## src/core/ivp_consts.svh

```systemverilog
// ivp_consts.svh: vector addresses, control bit positions and timing counts
// assumes: included by ivp_pkg and the design modules
`ifndef IVP_CONSTS_SVH
`define IVP_CONSTS_SVH
`define IVP_ADDR_W 12
`define IVP_NUM_SRC 32
`define IVP_RESET_VEC 12'h000
`define IVP_TABLE_BASE 12'h001
`define IVP_BOOT_RESET_ADDR 12'hC00
`define IVP_UNLOCK_BIT 0
`define IVP_RELOC_BIT 1
`define IVP_CTRL_RESET 8'h00
`define IVP_UNLOCK_CYCLES 4
`define IVP_SLOT_UNUSED 32'h60004000
`endif

```

## src/core/ivp_pkg.sv

```systemverilog
// ivp_pkg: types for the vector placement block
// assumes: ivp_consts.svh is on the include path
`include "ivp_consts.svh"
package ivp_pkg;
  typedef logic [`IVP_ADDR_W-1:0] ivp_addr_type;
  typedef enum logic [1:0] {
    IVP_ST_IDLE = 2'b00,
    IVP_ST_UNLOCKED = 2'b01,
    IVP_ST_HOLDOFF = 2'b10
  } ivp_state_type;
endpackage

```

## src/core/ivp_prio_if.sv

```systemverilog
// ivp_prio_if: pending requests in, winning slot out, between top and encoder
// assumes: one clock domain, combinational path
`timescale 1ns/1ps
`include "ivp_consts.svh"
interface ivp_prio_if;
  logic [`IVP_NUM_SRC-1:0] req;
  logic found;
  logic [4:0] slot;
  modport client (output req, input found, slot);
  modport encoder (input req, output found, slot);
endinterface

```

## src/core/ivp_top.sv

```systemverilog
// ivp_top: reset and interrupt vector address generation
// assumes: core presents pending enabled requests as levels and takes o_vec_valid
// assumes: control writes arrive as one-cycle strobes with data; fuse is static
`timescale 1ns/1ps
`include "ivp_consts.svh"
// Behaviour
// [RULE1] every reset cause sends execution to word zero when fuse unprogrammed
// [RULE2] controller capture/end-cycle to 1..6, comparators to 7..9
// [RULE3] external requests 0..3 to 0x0A, 0x13, 0x18, 0x1C
// [RULE4] 16-bit timer capture/compares to 0x0B..0x0D, overflow 0x0F, 0x0E unused
// [RULE5] 8-bit timer compare A 0x10, overflow 0x11, compare B 0x1B
// [RULE6] SPI 0x14, USART receive/empty/transmit 0x15..0x17
// [RULE7] ADC 0x12, watchdog 0x19, EEPROM 0x1A, store ready 0x1F; 0x1D,0x1E unused
// [RULE8] programmed fuse starts execution at boot reset address
// [RULE9] relocation adds boot section start to each vector
// [RULE10] reset and table start follow fuse and relocation combinations
// [RULE11] software may place code in vectors never fetched
// [RULE12] lowest pending vector address wins dispatch
// [RULE13] software sets unlock, then writes relocation within four cycles
// [RULE14] dispatch blocked from unlock until after following instruction or four cycles
module ivp_top #(
  parameter logic [`IVP_ADDR_W-1:0] BOOT_RESET_ADDR = `IVP_BOOT_RESET_ADDR,
  parameter int UNLOCK_CYCLES = `IVP_UNLOCK_CYCLES
) (
  input wire logic i_clk_sys,
  input wire logic i_reset_n,
  input wire logic i_boot_reset_select_fuse,
  input wire logic i_ctrl_wr,
  input wire logic [7:0] i_ctrl_wdata,
  input wire logic i_instr_done,
  input wire logic [`IVP_NUM_SRC-1:0] i_irq_pending,
  output logic [7:0] o_mcu_control_register,
  output logic [`IVP_ADDR_W-1:0] o_reset_vector,
  output logic o_vec_valid,
  output logic [`IVP_ADDR_W-1:0] o_vec_addr,
  output logic [4:0] o_vec_slot,
  output logic o_irq_blocked
);
  localparam logic [`IVP_NUM_SRC-1:0] SLOT_MASK = ~(`IVP_SLOT_UNUSED | 32'h00000001);
  localparam logic [2:0] CNT_INIT = 3'(UNLOCK_CYCLES - 1);
  localparam logic [7:0] CTRL_RST = `IVP_CTRL_RESET;
  ivp_pkg::ivp_state_type state_r;
  logic reloc_r;
  logic unlock_r;
  logic [2:0] cnt_r;
  logic fuse_r;
  logic [`IVP_ADDR_W-1:0] vec_addr_r;
  logic [4:0] vec_slot_r;
  logic blocked;
  ivp_prio_if prio ();
  ivp_prio_enc u_enc (.prio(prio));
  function automatic logic [`IVP_ADDR_W-1:0] ivp_vec(input logic [4:0] slot, input logic rel,
                                                    input logic [`IVP_ADDR_W-1:0] boot);
    logic [`IVP_ADDR_W-1:0] base;
    base = {{(`IVP_ADDR_W-5){1'b0}}, slot};
    return rel ? `IVP_ADDR_W'(base + boot) : base; // RULE9
  endfunction
  // fuse caught after reset release
  always_ff @(posedge i_clk_sys or negedge i_reset_n) begin
    if (!i_reset_n) begin
      fuse_r <= 1'b1;
    end else begin
      fuse_r <= i_boot_reset_select_fuse;
    end
  end
  // reset vector placement
  always_comb begin
    o_reset_vector = fuse_r ? `IVP_RESET_VEC : BOOT_RESET_ADDR; // RULE1 RULE8 RULE10
  end
  // unlock sequence and relocation bit
  always_ff @(posedge i_clk_sys or negedge i_reset_n) begin
    if (!i_reset_n) begin
      state_r <= ivp_pkg::IVP_ST_IDLE;
      reloc_r <= CTRL_RST[`IVP_RELOC_BIT];
      unlock_r <= CTRL_RST[`IVP_UNLOCK_BIT];
      cnt_r <= 3'h0;
    end else begin
      unique case (state_r)
        ivp_pkg::IVP_ST_IDLE: begin
          if (i_ctrl_wr && i_ctrl_wdata[`IVP_UNLOCK_BIT]) begin
            state_r <= ivp_pkg::IVP_ST_UNLOCKED;
            unlock_r <= 1'b1;
            cnt_r <= CNT_INIT;
          end
        end
        ivp_pkg::IVP_ST_UNLOCKED: begin
          if (i_ctrl_wr && !i_ctrl_wdata[`IVP_UNLOCK_BIT]) begin
            reloc_r <= i_ctrl_wdata[`IVP_RELOC_BIT]; // RULE13
            unlock_r <= 1'b0;
            state_r <= ivp_pkg::IVP_ST_HOLDOFF;
          end else if (cnt_r == 3'h0) begin
            unlock_r <= 1'b0; // RULE14
            state_r <= ivp_pkg::IVP_ST_IDLE;
          end else begin
            cnt_r <= cnt_r - 3'h1;
          end
        end
        ivp_pkg::IVP_ST_HOLDOFF: begin
          if (i_instr_done) begin
            state_r <= ivp_pkg::IVP_ST_IDLE; // RULE14
          end
        end
        default: begin
          state_r <= ivp_pkg::IVP_ST_IDLE;
          unlock_r <= 1'b0;
        end
      endcase
    end
  end
  assign blocked = (state_r != ivp_pkg::IVP_ST_IDLE)
                   || (i_ctrl_wr && i_ctrl_wdata[`IVP_UNLOCK_BIT]); // RULE14
  assign o_irq_blocked = blocked;
  assign o_mcu_control_register = {6'h00, reloc_r, unlock_r};
  // unassigned slots and reset slot never dispatch
  assign prio.req = i_irq_pending & SLOT_MASK; // RULE4 RULE7 RULE12
  // dispatch register
  always_ff @(posedge i_clk_sys or negedge i_reset_n) begin
    if (!i_reset_n) begin
      o_vec_valid <= 1'b0;
      vec_addr_r <= `IVP_TABLE_BASE;
      vec_slot_r <= 5'h00;
    end else begin
      o_vec_valid <= prio.found && !blocked;
      if (prio.found && !blocked) begin
        vec_slot_r <= prio.slot; // RULE2 RULE3 RULE5 RULE6
        vec_addr_r <= ivp_vec(prio.slot, reloc_r, BOOT_RESET_ADDR); // RULE10
      end
    end
  end
  assign o_vec_addr = vec_addr_r;
  assign o_vec_slot = vec_slot_r;
  // checks
  property p_reset_vec;
    @(posedge i_clk_sys) disable iff (!i_reset_n)
    $past(i_reset_n) |-> o_reset_vector == ($past(i_boot_reset_select_fuse) ? 12'h000
                                                                            : BOOT_RESET_ADDR);
  endproperty
  a_reset_vec: assert property (p_reset_vec) else $error("reset vector wrong"); // RULE1 RULE8
  property p_addr;
    @(posedge i_clk_sys) disable iff (!i_reset_n)
    o_vec_valid |-> o_vec_addr == ($past(reloc_r) ? 12'(o_vec_slot + BOOT_RESET_ADDR)
                                                 : {7'h00, o_vec_slot});
  endproperty
  a_addr: assert property (p_addr) else $error("vector address wrong"); // RULE9
  property p_unused;
    @(posedge i_clk_sys) disable iff (!i_reset_n)
    o_vec_valid |-> !(o_vec_slot inside {5'h00, 5'h0E, 5'h1D, 5'h1E});
  endproperty
  a_unused: assert property (p_unused) else $error("unused slot dispatched"); // RULE7
  property p_lowest;
    @(posedge i_clk_sys) disable iff (!i_reset_n)
    o_vec_valid |-> (($past(prio.req) & ((32'h1 << o_vec_slot) - 32'h1)) == 32'h0);
  endproperty
  a_lowest: assert property (p_lowest) else $error("not lowest pending"); // RULE12
  property p_block;
    @(posedge i_clk_sys) disable iff (!i_reset_n)
    (state_r == ivp_pkg::IVP_ST_IDLE && i_ctrl_wr && i_ctrl_wdata[0]) |=> !o_vec_valid;
  endproperty
  a_block: assert property (p_block) else $error("dispatch during unlock"); // RULE14
  property p_timeout;
    @(posedge i_clk_sys) disable iff (!i_reset_n)
    (state_r == ivp_pkg::IVP_ST_IDLE && i_ctrl_wr && i_ctrl_wdata[0]
     ##1 !i_ctrl_wr [*4]) |=> state_r == ivp_pkg::IVP_ST_IDLE;
  endproperty
  a_timeout: assert property (p_timeout) else $error("unlock not ended in four"); // RULE14
  property p_reloc_locked;
    @(posedge i_clk_sys) disable iff (!i_reset_n)
    (state_r == ivp_pkg::IVP_ST_IDLE) |=> $stable(reloc_r);
  endproperty
  a_reloc_locked: assert property (p_reloc_locked) else $error("relocation changed unlocked"); // RULE13
  property p_ext0;
    @(posedge i_clk_sys) disable iff (!i_reset_n)
    (!blocked && prio.req[10] && prio.req[9:0] == 10'h000) |=> o_vec_slot == 5'h0A;
  endproperty
  a_ext0: assert property (p_ext0) else $error("external request 0 slot wrong"); // RULE3
  // slot map and lockout checks
  property p_unlock_clear;
    @(posedge i_clk_sys) disable iff (!i_reset_n)
    $rose(unlock_r) |-> ##[1:4] !unlock_r;
  endproperty
  a_unlock_clear: assert property (p_unlock_clear) else $error("unlock bit held too long"); // RULE14
  property p_table_start;
    @(posedge i_clk_sys) disable iff (!i_reset_n)
    (!blocked && prio.req[1]) |=> o_vec_valid
      && o_vec_addr == ($past(reloc_r) ? 12'(BOOT_RESET_ADDR + 12'h001) : `IVP_TABLE_BASE);
  endproperty
  a_table_start: assert property (p_table_start) else $error("table start wrong"); // RULE10
  property p_spm_slot;
    @(posedge i_clk_sys) disable iff (!i_reset_n)
    (!blocked && i_irq_pending == 32'h80000000) |=> o_vec_valid && o_vec_slot == 5'h1F;
  endproperty
  a_spm_slot: assert property (p_spm_slot) else $error("store ready slot wrong"); // RULE7
  property p_comp_slot;
    @(posedge i_clk_sys) disable iff (!i_reset_n)
    (!blocked && i_irq_pending == 32'h00000080) |=> o_vec_valid && o_vec_slot == 5'h07;
  endproperty
  a_comp_slot: assert property (p_comp_slot) else $error("comparator 0 slot wrong"); // RULE2
  property p_no_unused;
    @(posedge i_clk_sys) disable iff (!i_reset_n)
    (i_irq_pending == 32'h00004000) |=> !o_vec_valid;
  endproperty
  a_no_unused: assert property (p_no_unused) else $error("empty timer slot dispatched"); // RULE4
  property p_reset_slot;
    @(posedge i_clk_sys) disable iff (!i_reset_n)
    (i_irq_pending == 32'h00000001) |=> !o_vec_valid;
  endproperty
  a_reset_slot: assert property (p_reset_slot) else $error("reset slot dispatched"); // RULE1
  property p_reloc_write;
    @(posedge i_clk_sys) disable iff (!i_reset_n)
    (state_r == ivp_pkg::IVP_ST_UNLOCKED && i_ctrl_wr && !i_ctrl_wdata[`IVP_UNLOCK_BIT])
      |=> reloc_r == $past(i_ctrl_wdata[`IVP_RELOC_BIT]);
  endproperty
  a_reloc_write: assert property (p_reloc_write) else $error("relocation write lost"); // RULE13
  property p_no_dispatch_locked;
    @(posedge i_clk_sys) disable iff (!i_reset_n)
    (state_r != ivp_pkg::IVP_ST_IDLE) |=> !o_vec_valid;
  endproperty
  a_no_dispatch_locked: assert property (p_no_dispatch_locked) else $error("dispatch while locked"); // RULE14
  c_reloc: cover property (@(posedge i_clk_sys) o_vec_valid && reloc_r);
  c_timeout: cover property (@(posedge i_clk_sys) state_r == ivp_pkg::IVP_ST_UNLOCKED && cnt_r == 3'h0);
  c_prog: cover property (@(posedge i_clk_sys) o_reset_vector == BOOT_RESET_ADDR);
  c_seq: cover property (@(posedge i_clk_sys) state_r == ivp_pkg::IVP_ST_HOLDOFF);
  c_spm: cover property (@(posedge i_clk_sys) o_vec_valid && o_vec_slot == 5'h1F);
endmodule // ivp_top

```

## src/core/ivp_prio_enc.sv

```systemverilog
// ivp_prio_enc: lowest-numbered pending slot wins
// assumes: bit 0 of req is the reset slot and is never set
`timescale 1ns/1ps
`include "ivp_consts.svh"
module ivp_prio_enc (
  ivp_prio_if.encoder prio
);
  function automatic logic [5:0] ivp_lowest(input logic [`IVP_NUM_SRC-1:0] v);
    logic [5:0] r;
    r = 6'h00;
    for (int i = `IVP_NUM_SRC - 1; i >= 0; i--) begin
      if (v[i]) begin
        r = {1'b1, 5'(i)};
      end
    end
    return r;
  endfunction
  logic [5:0] res;
  always_comb begin
    res = ivp_lowest(prio.req);
  end
  assign prio.found = res[5];
  assign prio.slot = res[4:0];
endmodule // ivp_prio_enc

```

## config.mk

```make
export PLATFORM = sky130hd
export DESIGN_NAME = ivp_top
export DESIGN_NICKNAME = d
export VERILOG_FILES = /design/src/core/ivp_pkg.sv /design/src/core/ivp_prio_if.sv /design/src/core/ivp_top.sv /design/src/core/ivp_prio_enc.sv
export VERILOG_INCLUDE_DIRS = /design/src /design/src/core
export SDC_FILE = /design/constraint.sdc
export NUM_CORES = 1
export LEC_CHECK = 0
export ABC_AREA = 0
export BUFFER_PORTS_ARGS = -buffer_cell sky130_fd_sc_hd__buf_4
export CELL_PAD_IN_SITES_DETAIL_PLACEMENT = 0
export CELL_PAD_IN_SITES_GLOBAL_PLACEMENT = 1
export CORE_MARGIN = 2
export CORE_UTILIZATION = 30
export DETAILED_ROUTE_END_ITERATION = 16
export PLACE_DENSITY_LB_ADDON = 0.3
export REMOVE_ABC_BUFFERS = 1
export SLEW_MARGIN = 20
export SYNTH_ARGS = -nofsm -noshare
export SYNTH_HDL_FRONTEND = slang
export SYNTH_SLANG_ARGS = --single-unit
```

## constraint.sdc

```tcl
create_clock -name i_clk_sys -period 2.3 [get_ports i_clk_sys]
set_input_delay 0.575 -clock i_clk_sys [delete_from_list [all_inputs] [get_ports i_clk_sys]]
set_output_delay 0.575 -clock i_clk_sys [all_outputs]
set_load 0.1 [all_outputs]
```

# [After elaboration in Yosys (flattened, before gate mapping)]
# Cells that the tools add are included.
# Widths: inputs -> output; s select.
[op_classes] mux=43 addsub=2 bitwise_logic=1 n_eq_ne=7 reduce_logical=14
[op_table] op="$mux 6" n=28
[op_table] op="$mux 12" n=2
[op_table] op="$add 6x11->12 const B" n=1
[op_table] op="$mux 3" n=3
[op_table] op="$mux 2" n=4
[op_table] op="$ne 2x2->1 const B" n=4
[op_table] op="$pmux 2 s3" n=1
[op_table] op="$pmux 3 s2" n=1
[op_table] op="$reduce_and 3->1" n=2
[op_table] op="$reduce_and 4->1" n=1
[op_table] op="$reduce_bool 2->1" n=2
[op_table] op="$logic_and 1x1->1" n=3
[op_table] op="$logic_not 3->1" n=1
[op_table] op="$mux 1" n=3
[op_table] op="$ne 3x3->1 const B" n=1
[op_table] op="$pmux 1 s3" n=1
[op_table] op="$sub 3x1->3 const B" n=1
[op_table] op="$eq 2x1->1 const B" n=1
[op_table] op="$eq 2x2->1 const B" n=1
[op_table] op="$logic_not 1->1" n=2
[op_table] op="$logic_not 2->1" n=1
[op_table] op="$reduce_and 2->1" n=1
[op_table] op="$logic_or 1x1->1" n=1
[op_table] op="$not 1->1" n=1
[word_totals] elab_cells=75 output_inout_bits=39 in_bits=45 reg_bits=26

# [Depth between registers and ports, before layout]
# Gate-level depths: netlist of the first run.
[depth] ltp_word=30 depth_mapped=7 mapped_depth_nobuf=7

# [By module]
# Synthesis of the first run repeated with hierarchy kept, for this count alone.
[unflattened] hier_cells=149 hier_area_um2=1285.0
[by_module_without_submodules] mod="ivp_top" instances=1 cells_per_inst=84 seq_area_each_um2=402.9 area_per_inst_um2=917.1
[by_module_without_submodules] mod="ivp_prio_enc" instances=1 cells_per_inst=65 seq_area_each_um2=0.0 area_per_inst_um2=367.9

# [Least setup slack after synthesis of the first run]
# No wires, ideal clock.
[synth_path] path_type="input to output" startpoint="input port i_ctrl_wdata[0]" endpoint="output port o_irq_blocked" arrival_ps=1520 cell_stages=2 required_time_ps=1725 path_buffers=0 slack_ps=205 cell_sequence="a211oi_2 -> inv_1"
[synth_via] elab_chain_cells=2
[synth_rtl] item="start: declaration" line="ivp_top.sv:29" source="input wire logic [7:0] i_ctrl_wdata,"
[synth_rtl] item="$logic_and 1x1->1" line="ivp_top.sv:111" source="|| (i_ctrl_wr && i_ctrl_wdata[`IVP_UNLOCK_BIT]);"
[synth_rtl] item="$logic_or 1x1->1" line="ivp_top.sv:110" source="assign blocked = (state_r != ivp_pkg::IVP_ST_IDLE)"
[synth_rtl] item="end: declaration" line="ivp_top.sv:37" source="output logic o_irq_blocked"
# Every way passes these cells.

# [Worst setup path after layout of the first run]
# Same ends and word-level chain as after synthesis.

==> results of run 1 <==
==> cell usage after synthesis (all sizes together), types with 4 or more instances <==
cell | number | area share (%)
nand2 | 5 | 1.4
nor2 | 10 | 2.9
nor4 | 6 | 8.6
nand2b | 4 | 1.9
o21ai | 6 | 3.2
a21oi | 14 | 5.4
buf | 29 | 17
nand4 | 4 | 2.9
inv | 11 | 3.2
dfrtp | 14 | 27
nor3 | 9 | 3.4
nor2b | 4 | 1.9
==> how the worst max path moves through the flow <==
stage | start | end | depth (start not counted)
2_1_floorplan | i_ctrl_wdata[0] | o_irq_blocked | 2
5_1_grt | i_ctrl_wdata[0] | o_irq_blocked | 4
3_5_place_dp | i_irq_pending[11] | o_vec_addr[10]$_DFFE_PN0P_ | 5
6_report | i_ctrl_wdata[0] | o_irq_blocked | 4
4_1_cts | i_ctrl_wdata[0] | o_irq_blocked | 4
3_3_place_gp | i_irq_pending[11] | o_vec_addr[10]$_DFFE_PN0P_ | 5
==> kinds of logic (layout without fill, tap and decap cells) <==
group / Yosys count / after routing
AO/OA/AOI/OAI: 33 / 33
other: 1 / 21
XOR/XNOR: 1 / 1
buffers and inverters: 40 / 69
flip-flops: 16 / 16
adder cells (fa/ha/maj): 2 / 2
multiplexers: 2 / 2
AND/OR/NAND/NOR: 49 / 49
==> metal layers <==
layer | wire (um) | up-vias | GRT usage (%) | part of all wire, %
li1 | - | 559 | - | -
met1 | 1170 | 521 | 13.2 | 43
met2 | 1380 | 42 | 19.4 | 50
met3 | 170 | 2 | 2.31 | 6.2
met4 | 21 | 0 | 2.56 | 0.77
met5 | 0 | - | 0 | 0
==> cell type report <==
class,count,share of cell area [%]
Tap cell,50,3.73
Inverter,11,2.46
Timing Repair Buffer,54,24.2
Clock buffer,4,2.69
Multi-Input combinational cell,108,42.9
Sequential cell,16,24.0
==> per-stage QoR <==
stage | area (um2) | total power (W) | util, % | hold slack, ns
finish | 1680 | 0.00243 | 41.0 | 0.175
global route | 1680 | 0.00254 | 41.0 | 0.178
CTS | 1680 | 0.00245 | 41.0 | 0.174
detailed placement | 1630 | 0.00224 | 39.9 | 0.442
global placement | 1630 | 0.00222 | 39.9 | 0.443
floorplan | 1160 | 0.00186 | - | 0.279
==> state kept, by name, indices dropped and copies added (netlist names) <==
| name | cells |
|---|---|
| reloc_r | 1 |
| state_r | 2 |
| cnt_r | 3 |
| o_vec_valid | 1 |
| unlock_r | 1 |
| o_vec_addr | 3 |
| fuse_r | 1 |
| o_vec_slot | 4 |
==> power by group <==
group / internal, W / total (W) / leakage [nW] / switching [W]
sequential: 0.000409 / 0.000497 / 0.190 / 0.0000877
clock: 0.000122 / 0.000204 / 0.0228 / 0.0000820
combinational: 0.000363 / 0.00173 / 0.589 / 0.00136
==> flow_metrics.env, run 1 <==
export IMPL_yosys_warnings=0
export IMPL_r2r_slack_ns=0.61
export IMPL_grt_pass1_wl_um=4440
export IMPL_firstDrtPassIters=4
export IMPL_boundaryPins=84
export IMPL_route_detailed_drc=0
export IMPL_synth_cell_types=38
export IMPL_vias_per_cell=4.63
export IMPL_grt_pass1_vias=1044
export IMPL_cap_violations=0
export IMPL_muxShareOfSynthArea_pct=2.01
export IMPL_cts_hold_buffers=0
export IMPL_cts_resized=0
export IMPL_finalSetupViolCount=0
export IMPL_fin_skew_ns=0.00839
export IMPL_arrival_ns=1.27
export IMPL_globalRouteTotalUtil_pct=10.8
export IMPL_most_common_layout_cells="54 x buf_4, 21 x conb_1, 14 x a21oi_1, 14 x dfrtp_1, 11 x inv_1"
export IMPL_crit_top_cell="buf_4"
export IMPL_final_common_cell="buf_4"
export IMPL_drt_initial_drc_count=55
export IMPL_synthCells=144
export IMPL_yosys_most_used_dff="dfrtp_1"
export IMPL_wire_per_inst_um=11.3
export IMPL_clkSlewWorstSetupHoldPaths_ns=0.06
export IMPL_synth_compound_area_share_pct=16.8
export IMPL_clockBufferDepth=2
export IMPL_final_period_utilization_pct=80.4
export IMPL_synthXorXnorAreaFrac_pct=0.670
export IMPL_timing_setup_tns_ns=0
export IMPL_crit_buf_inv=3
export IMPL_layout_cells_non_filler=243
export IMPL_slew_headroom_pct=56.4
export IMPL_portBuffers=52
export IMPL_drive_above_1_share_pct=37.3
export IMPL_cts_inserted_buffers=3
export IMPL_r2r_end="cnt_r[2]$_DFFE_PN0P_"
export IMPL_leakage_nw=0.802
export IMPL_grt_overflow_total=0
export IMPL_async_flop_share_pct=100
export IMPL_avgSynthCellArea_um2=9.07
export IMPL_vias=1124
export IMPL_dp_hpwl_um=2350
export IMPL_pre_cts_ws_ns=0.264
export IMPL_wl_um=2740
export IMPL_hold_path_class="primary input to async pin"
export IMPL_rows=23
export IMPL_slowest_stage="a211oi_2"
export IMPL_cpPeakStageDelay_ns=0.26
export IMPL_period_minus_slack_ns=1.85
export IMPL_cp_end_kind="primary output"
export IMPL_required_ns=1.73
export IMPL_cts_setup_buffers=0
export IMPL_path_delay_family="buffers and inverters"
export IMPL_area_growth_syn_to_layout_pct=28.4
export IMPL_clockRootBuffer="clkbuf_8"
export IMPL_grt_max_degree=17
export IMPL_crit_path_max_fanout=4
export IMPL_synth_top_family_by_area="simple AND/OR/NAND/NOR gates"
export IMPL_die_h_um=70.0
export IMPL_synth_edf_count=0
export IMPL_cts_sinks=16
export IMPL_synth_area_um2=1310
export IMPL_crit_path_start_kind="primary input"
export IMPL_grt_antenna_before_repair=0
export IMPL_finalHoldViolations=0
export IMPL_fill_cells=424
export IMPL_ff_latch_area_um2=403
export IMPL_ff2ff_path_depth=7
export IMPL_yosysSeqAreaShare_pct=30.8
export IMPL_clk_latency_ns=0.24
export IMPL_diodes=0
export IMPL_maxSlewViolCount=0
export IMPL_dieArea_um2=4900
export IMPL_synth_fa_ha_area_share_pct=1.92
export IMPL_crit_chain="buf_4 -> a211oi_2 -> inv_1 -> buf_4"
export IMPL_worst_pin_slew_ns=0.646
export IMPL_power_density_nw_per_um2=1450
export IMPL_ys_seq_elements=16
export IMPL_fmax_mhz=541
export IMPL_peakVddDrop_v=0.000920
export IMPL_initial_core_util_pct=32.0
export IMPL_final_antenna_net_count=0
export IMPL_fin_ws_ns=0.452
export IMPL_fp_dieW_um=70.0
export IMPL_r2r_start="cnt_r[0]$_DFFE_PN0P_"
export IMPL_rsz0062_at_grt="no"
export IMPL_dp_cells=239
export IMPL_tritoncts="yes"
export IMPL_htreeDepth=1
export IMPL_synthSimpleGateAreaFrac_pct=27.7
export IMPL_path_class="primary input to primary output"
export IMPL_multi_input_area_um2=719
export IMPL_status="finished clean"
export IMPL_gp_congestion=0.743
export IMPL_final_nets=241
export IMPL_core_um2=4090
Power figures use the tool's default switching activity.
==> run 2: changes to the inputs <==
CORE_UTILIZATION = 26   (was 30)
clock period = 1.5 ns   (was 2.3 ns; I/O delays follow)
==> run 2 against run 1 <==
Critical endpoint unchanged. Sequential power is 56% higher. Clock power is 82% higher. Die area is 14% higher. Register-to-register slack worse by 0.57 ns. The flow now finishes with violations (setup timing). Clock-buffer cell count stayed put. Non-clock buffer count is 49 higher. Utilization is 3.9 points higher. Hold slack better by 0.059 ns. Combinational power is 71% higher. Final area is 28% higher. Total power is 69% higher. Final cell count is 27% higher.
==> flow_metrics.env, run 2 (synthesis results as in run 1) <==
export IMPL_vias=1270
export IMPL_period_minus_slack_ns=1.50
export IMPL_fp_dieW_um=74.9
export IMPL_tritoncts="yes"
export IMPL_swShare_pct=59.9
export IMPL_p_int_w=0.00164
export IMPL_clockPowerShare_pct=9.1
export IMPL_diodes=0
export IMPL_p_switching_w=0.00245
export IMPL_p_seq_share_pct=18.9
export IMPL_clockBufferDepth=2
export IMPL_firstDrtPassIters=4
export IMPL_die_h_um=74.9
export IMPL_most_common_layout_cells="95 x buf_4, 21 x conb_1, 14 x a21oi_1, 14 x dfrtp_1"
export IMPL_rows=25
export IMPL_clkSlewWorstSetupHoldPaths_ns=0.06
export IMPL_r2r_slack_ns=0.04
export IMPL_comb_power_share_pct=72.0
export IMPL_area_growth_syn_to_layout_pct=64.7
export IMPL_grt_max_degree=17
export IMPL_fin_skew_ns=0.00200
export IMPL_peakVddDrop_v=0.00134
export IMPL_grt_antenna_before_repair=0
export IMPL_initial_core_util_pct=27.3
export IMPL_power_density_nw_per_um2=1900
export IMPL_cap_violations=0
export IMPL_clk_latency_ns=0.24
export IMPL_gp_congestion=0.746
export IMPL_final_common_cell="buf_4"
export IMPL_globalRouteTotalUtil_pct=11.5
export IMPL_hold_path_class="primary input to register"
export IMPL_fin_ws_ns=-0.000788
export IMPL_wire_per_inst_um=10.3
export IMPL_route_detailed_drc=0
export IMPL_arrival_ns=1.13
export IMPL_rsz0062_at_grt="yes"
export IMPL_drive_above_1_share_pct=53.3
export IMPL_finalSetupViolCount=1
export IMPL_wl_um=3190
export IMPL_core_um2=4790
export IMPL_violations="setup timing"
export IMPL_crit_path_max_fanout=2
export IMPL_ff2ff_path_depth=8
export IMPL_maxSlewViolCount=0
export IMPL_largest_register_ffs=4
export IMPL_drt_initial_drc_count=24
export IMPL_crit_path_start_kind="register"
export IMPL_htreeDepth=1
export IMPL_finalHoldViolations=0
export IMPL_min_path_cells=1
export IMPL_grt_pass1_vias=1132
export IMPL_path_class="register to primary output"
export IMPL_fmax_mhz=666
export IMPL_clockRootBuffer="clkbuf_8"
export IMPL_final_antenna_net_count=0
export IMPL_vias_per_cell=4.11
export IMPL_timing_setup_tns_ns=-0.000788
export IMPL_required_ns=1.12
export IMPL_cp_end_kind="primary output"
export IMPL_boundaryPins=84
export IMPL_grt_overflow_total=0
export IMPL_dieArea_um2=5610
export IMPL_portBuffers=52
export IMPL_final_period_utilization_pct=100
export IMPL_final_nets=290
export IMPL_leakage_nw=1.05
export IMPL_status="finished, violations left"
export IMPL_pre_cts_ws_ns=-0.215
export IMPL_cts_sinks=16
export IMPL_dp_hpwl_um=2670
export IMPL_grt_pass1_wl_um=5030
export IMPL_cts_inserted_buffers=3
run 2: cell count changes in the layout (fill, tap and decap cells not counted), sizes merged:
cell	delta
dlygate4sd3	+1
buf	+48
run 2: layout make-up:
| class | instances | area, um2 |
|---|---|---|
| Clock buffer | 4 | 55.1 |
| Timing Repair Buffer | 103 | 802 |
| Inverter | 11 | 41.3 |
| Multi-Input combinational cell | 108 | 766 |
| Tap cell | 67 | 83.8 |
| Fill cell | 479 | 2640 |
| Sequential cell | 16 | 403 |
run 2: what timing repair did:
item | 4_1_cts | 5_1_grt
gates cloned | 0 | 0
hold buffers | 1 | 0
setup endpoints to repair | 4 | 9
endpoints found under the hold margin | 14 | 0
buffers inserted | 3 | 3
pin swaps | 2 | 10
gates resized for setup | 2 | 17
run 2: final timing paths:
check | from | end
max in group asynchronous | i_reset_n | o_vec_addr[0]$_DFFE_PN1P_
setup / recovery | state_r[1]$_DFFE_PN0P_ | o_irq_blocked
setup reg to reg | cnt_r[0]$_DFFE_PN0P_ | cnt_r[2]$_DFFE_PN0P_
hold reg to reg | o_vec_addr[0]$_DFFE_PN1P_ | o_vec_addr[0]$_DFFE_PN1P_
hold / removal | i_boot_reset_select_fuse | fuse_r$_DFF_PN1_
min in group asynchronous | i_reset_n | cnt_r[1]$_DFFE_PN0P_
run 2: routing by layer:
layer	routed length, um	vias to the layer above	GRT usage (%)
met4	20	0	1.79
li1	-	657	-
met1	1460	576	15.9
met2	1550	35	19.0
met5	0	-	0
met3	163	2	2.01
run 2: power by group through the flow:
stage          sequential [W]  combinational [W]  clock, W
2_1_floorplan         0.00211           0.000741         0
3_3_place_gp         0.000771            0.00280         0
3_5_place_dp         0.000774            0.00281         0
4_1_cts              0.000769            0.00287  0.000391
5_1_grt              0.000803            0.00307  0.000410
6_report             0.000774            0.00295  0.000372
run 2: worst max-delay path, cell delays in order, from the launching register on:
cell	delay [ns]
dfrtp_1	0.40
a211oi_2	0.22
inv_1	0.08
buf_6	0.18
run 2: per-stage QoR:
stage | total power, W | util, % | instance area (um2) | cells | hold slack [ns]
floorplan | 0.00285 | - | 1160 | 135 | 0.0794
global placement | 0.00357 | 41.3 | 1980 | 299 | 0.246
detailed placement | 0.00359 | 41.3 | 1980 | 299 | 0.248
CTS | 0.00403 | 43.2 | 2070 | 307 | 0.225
global route | 0.00428 | 44.9 | 2150 | 309 | 0.218
finish | 0.00409 | 44.9 | 2150 | 309 | 0.234
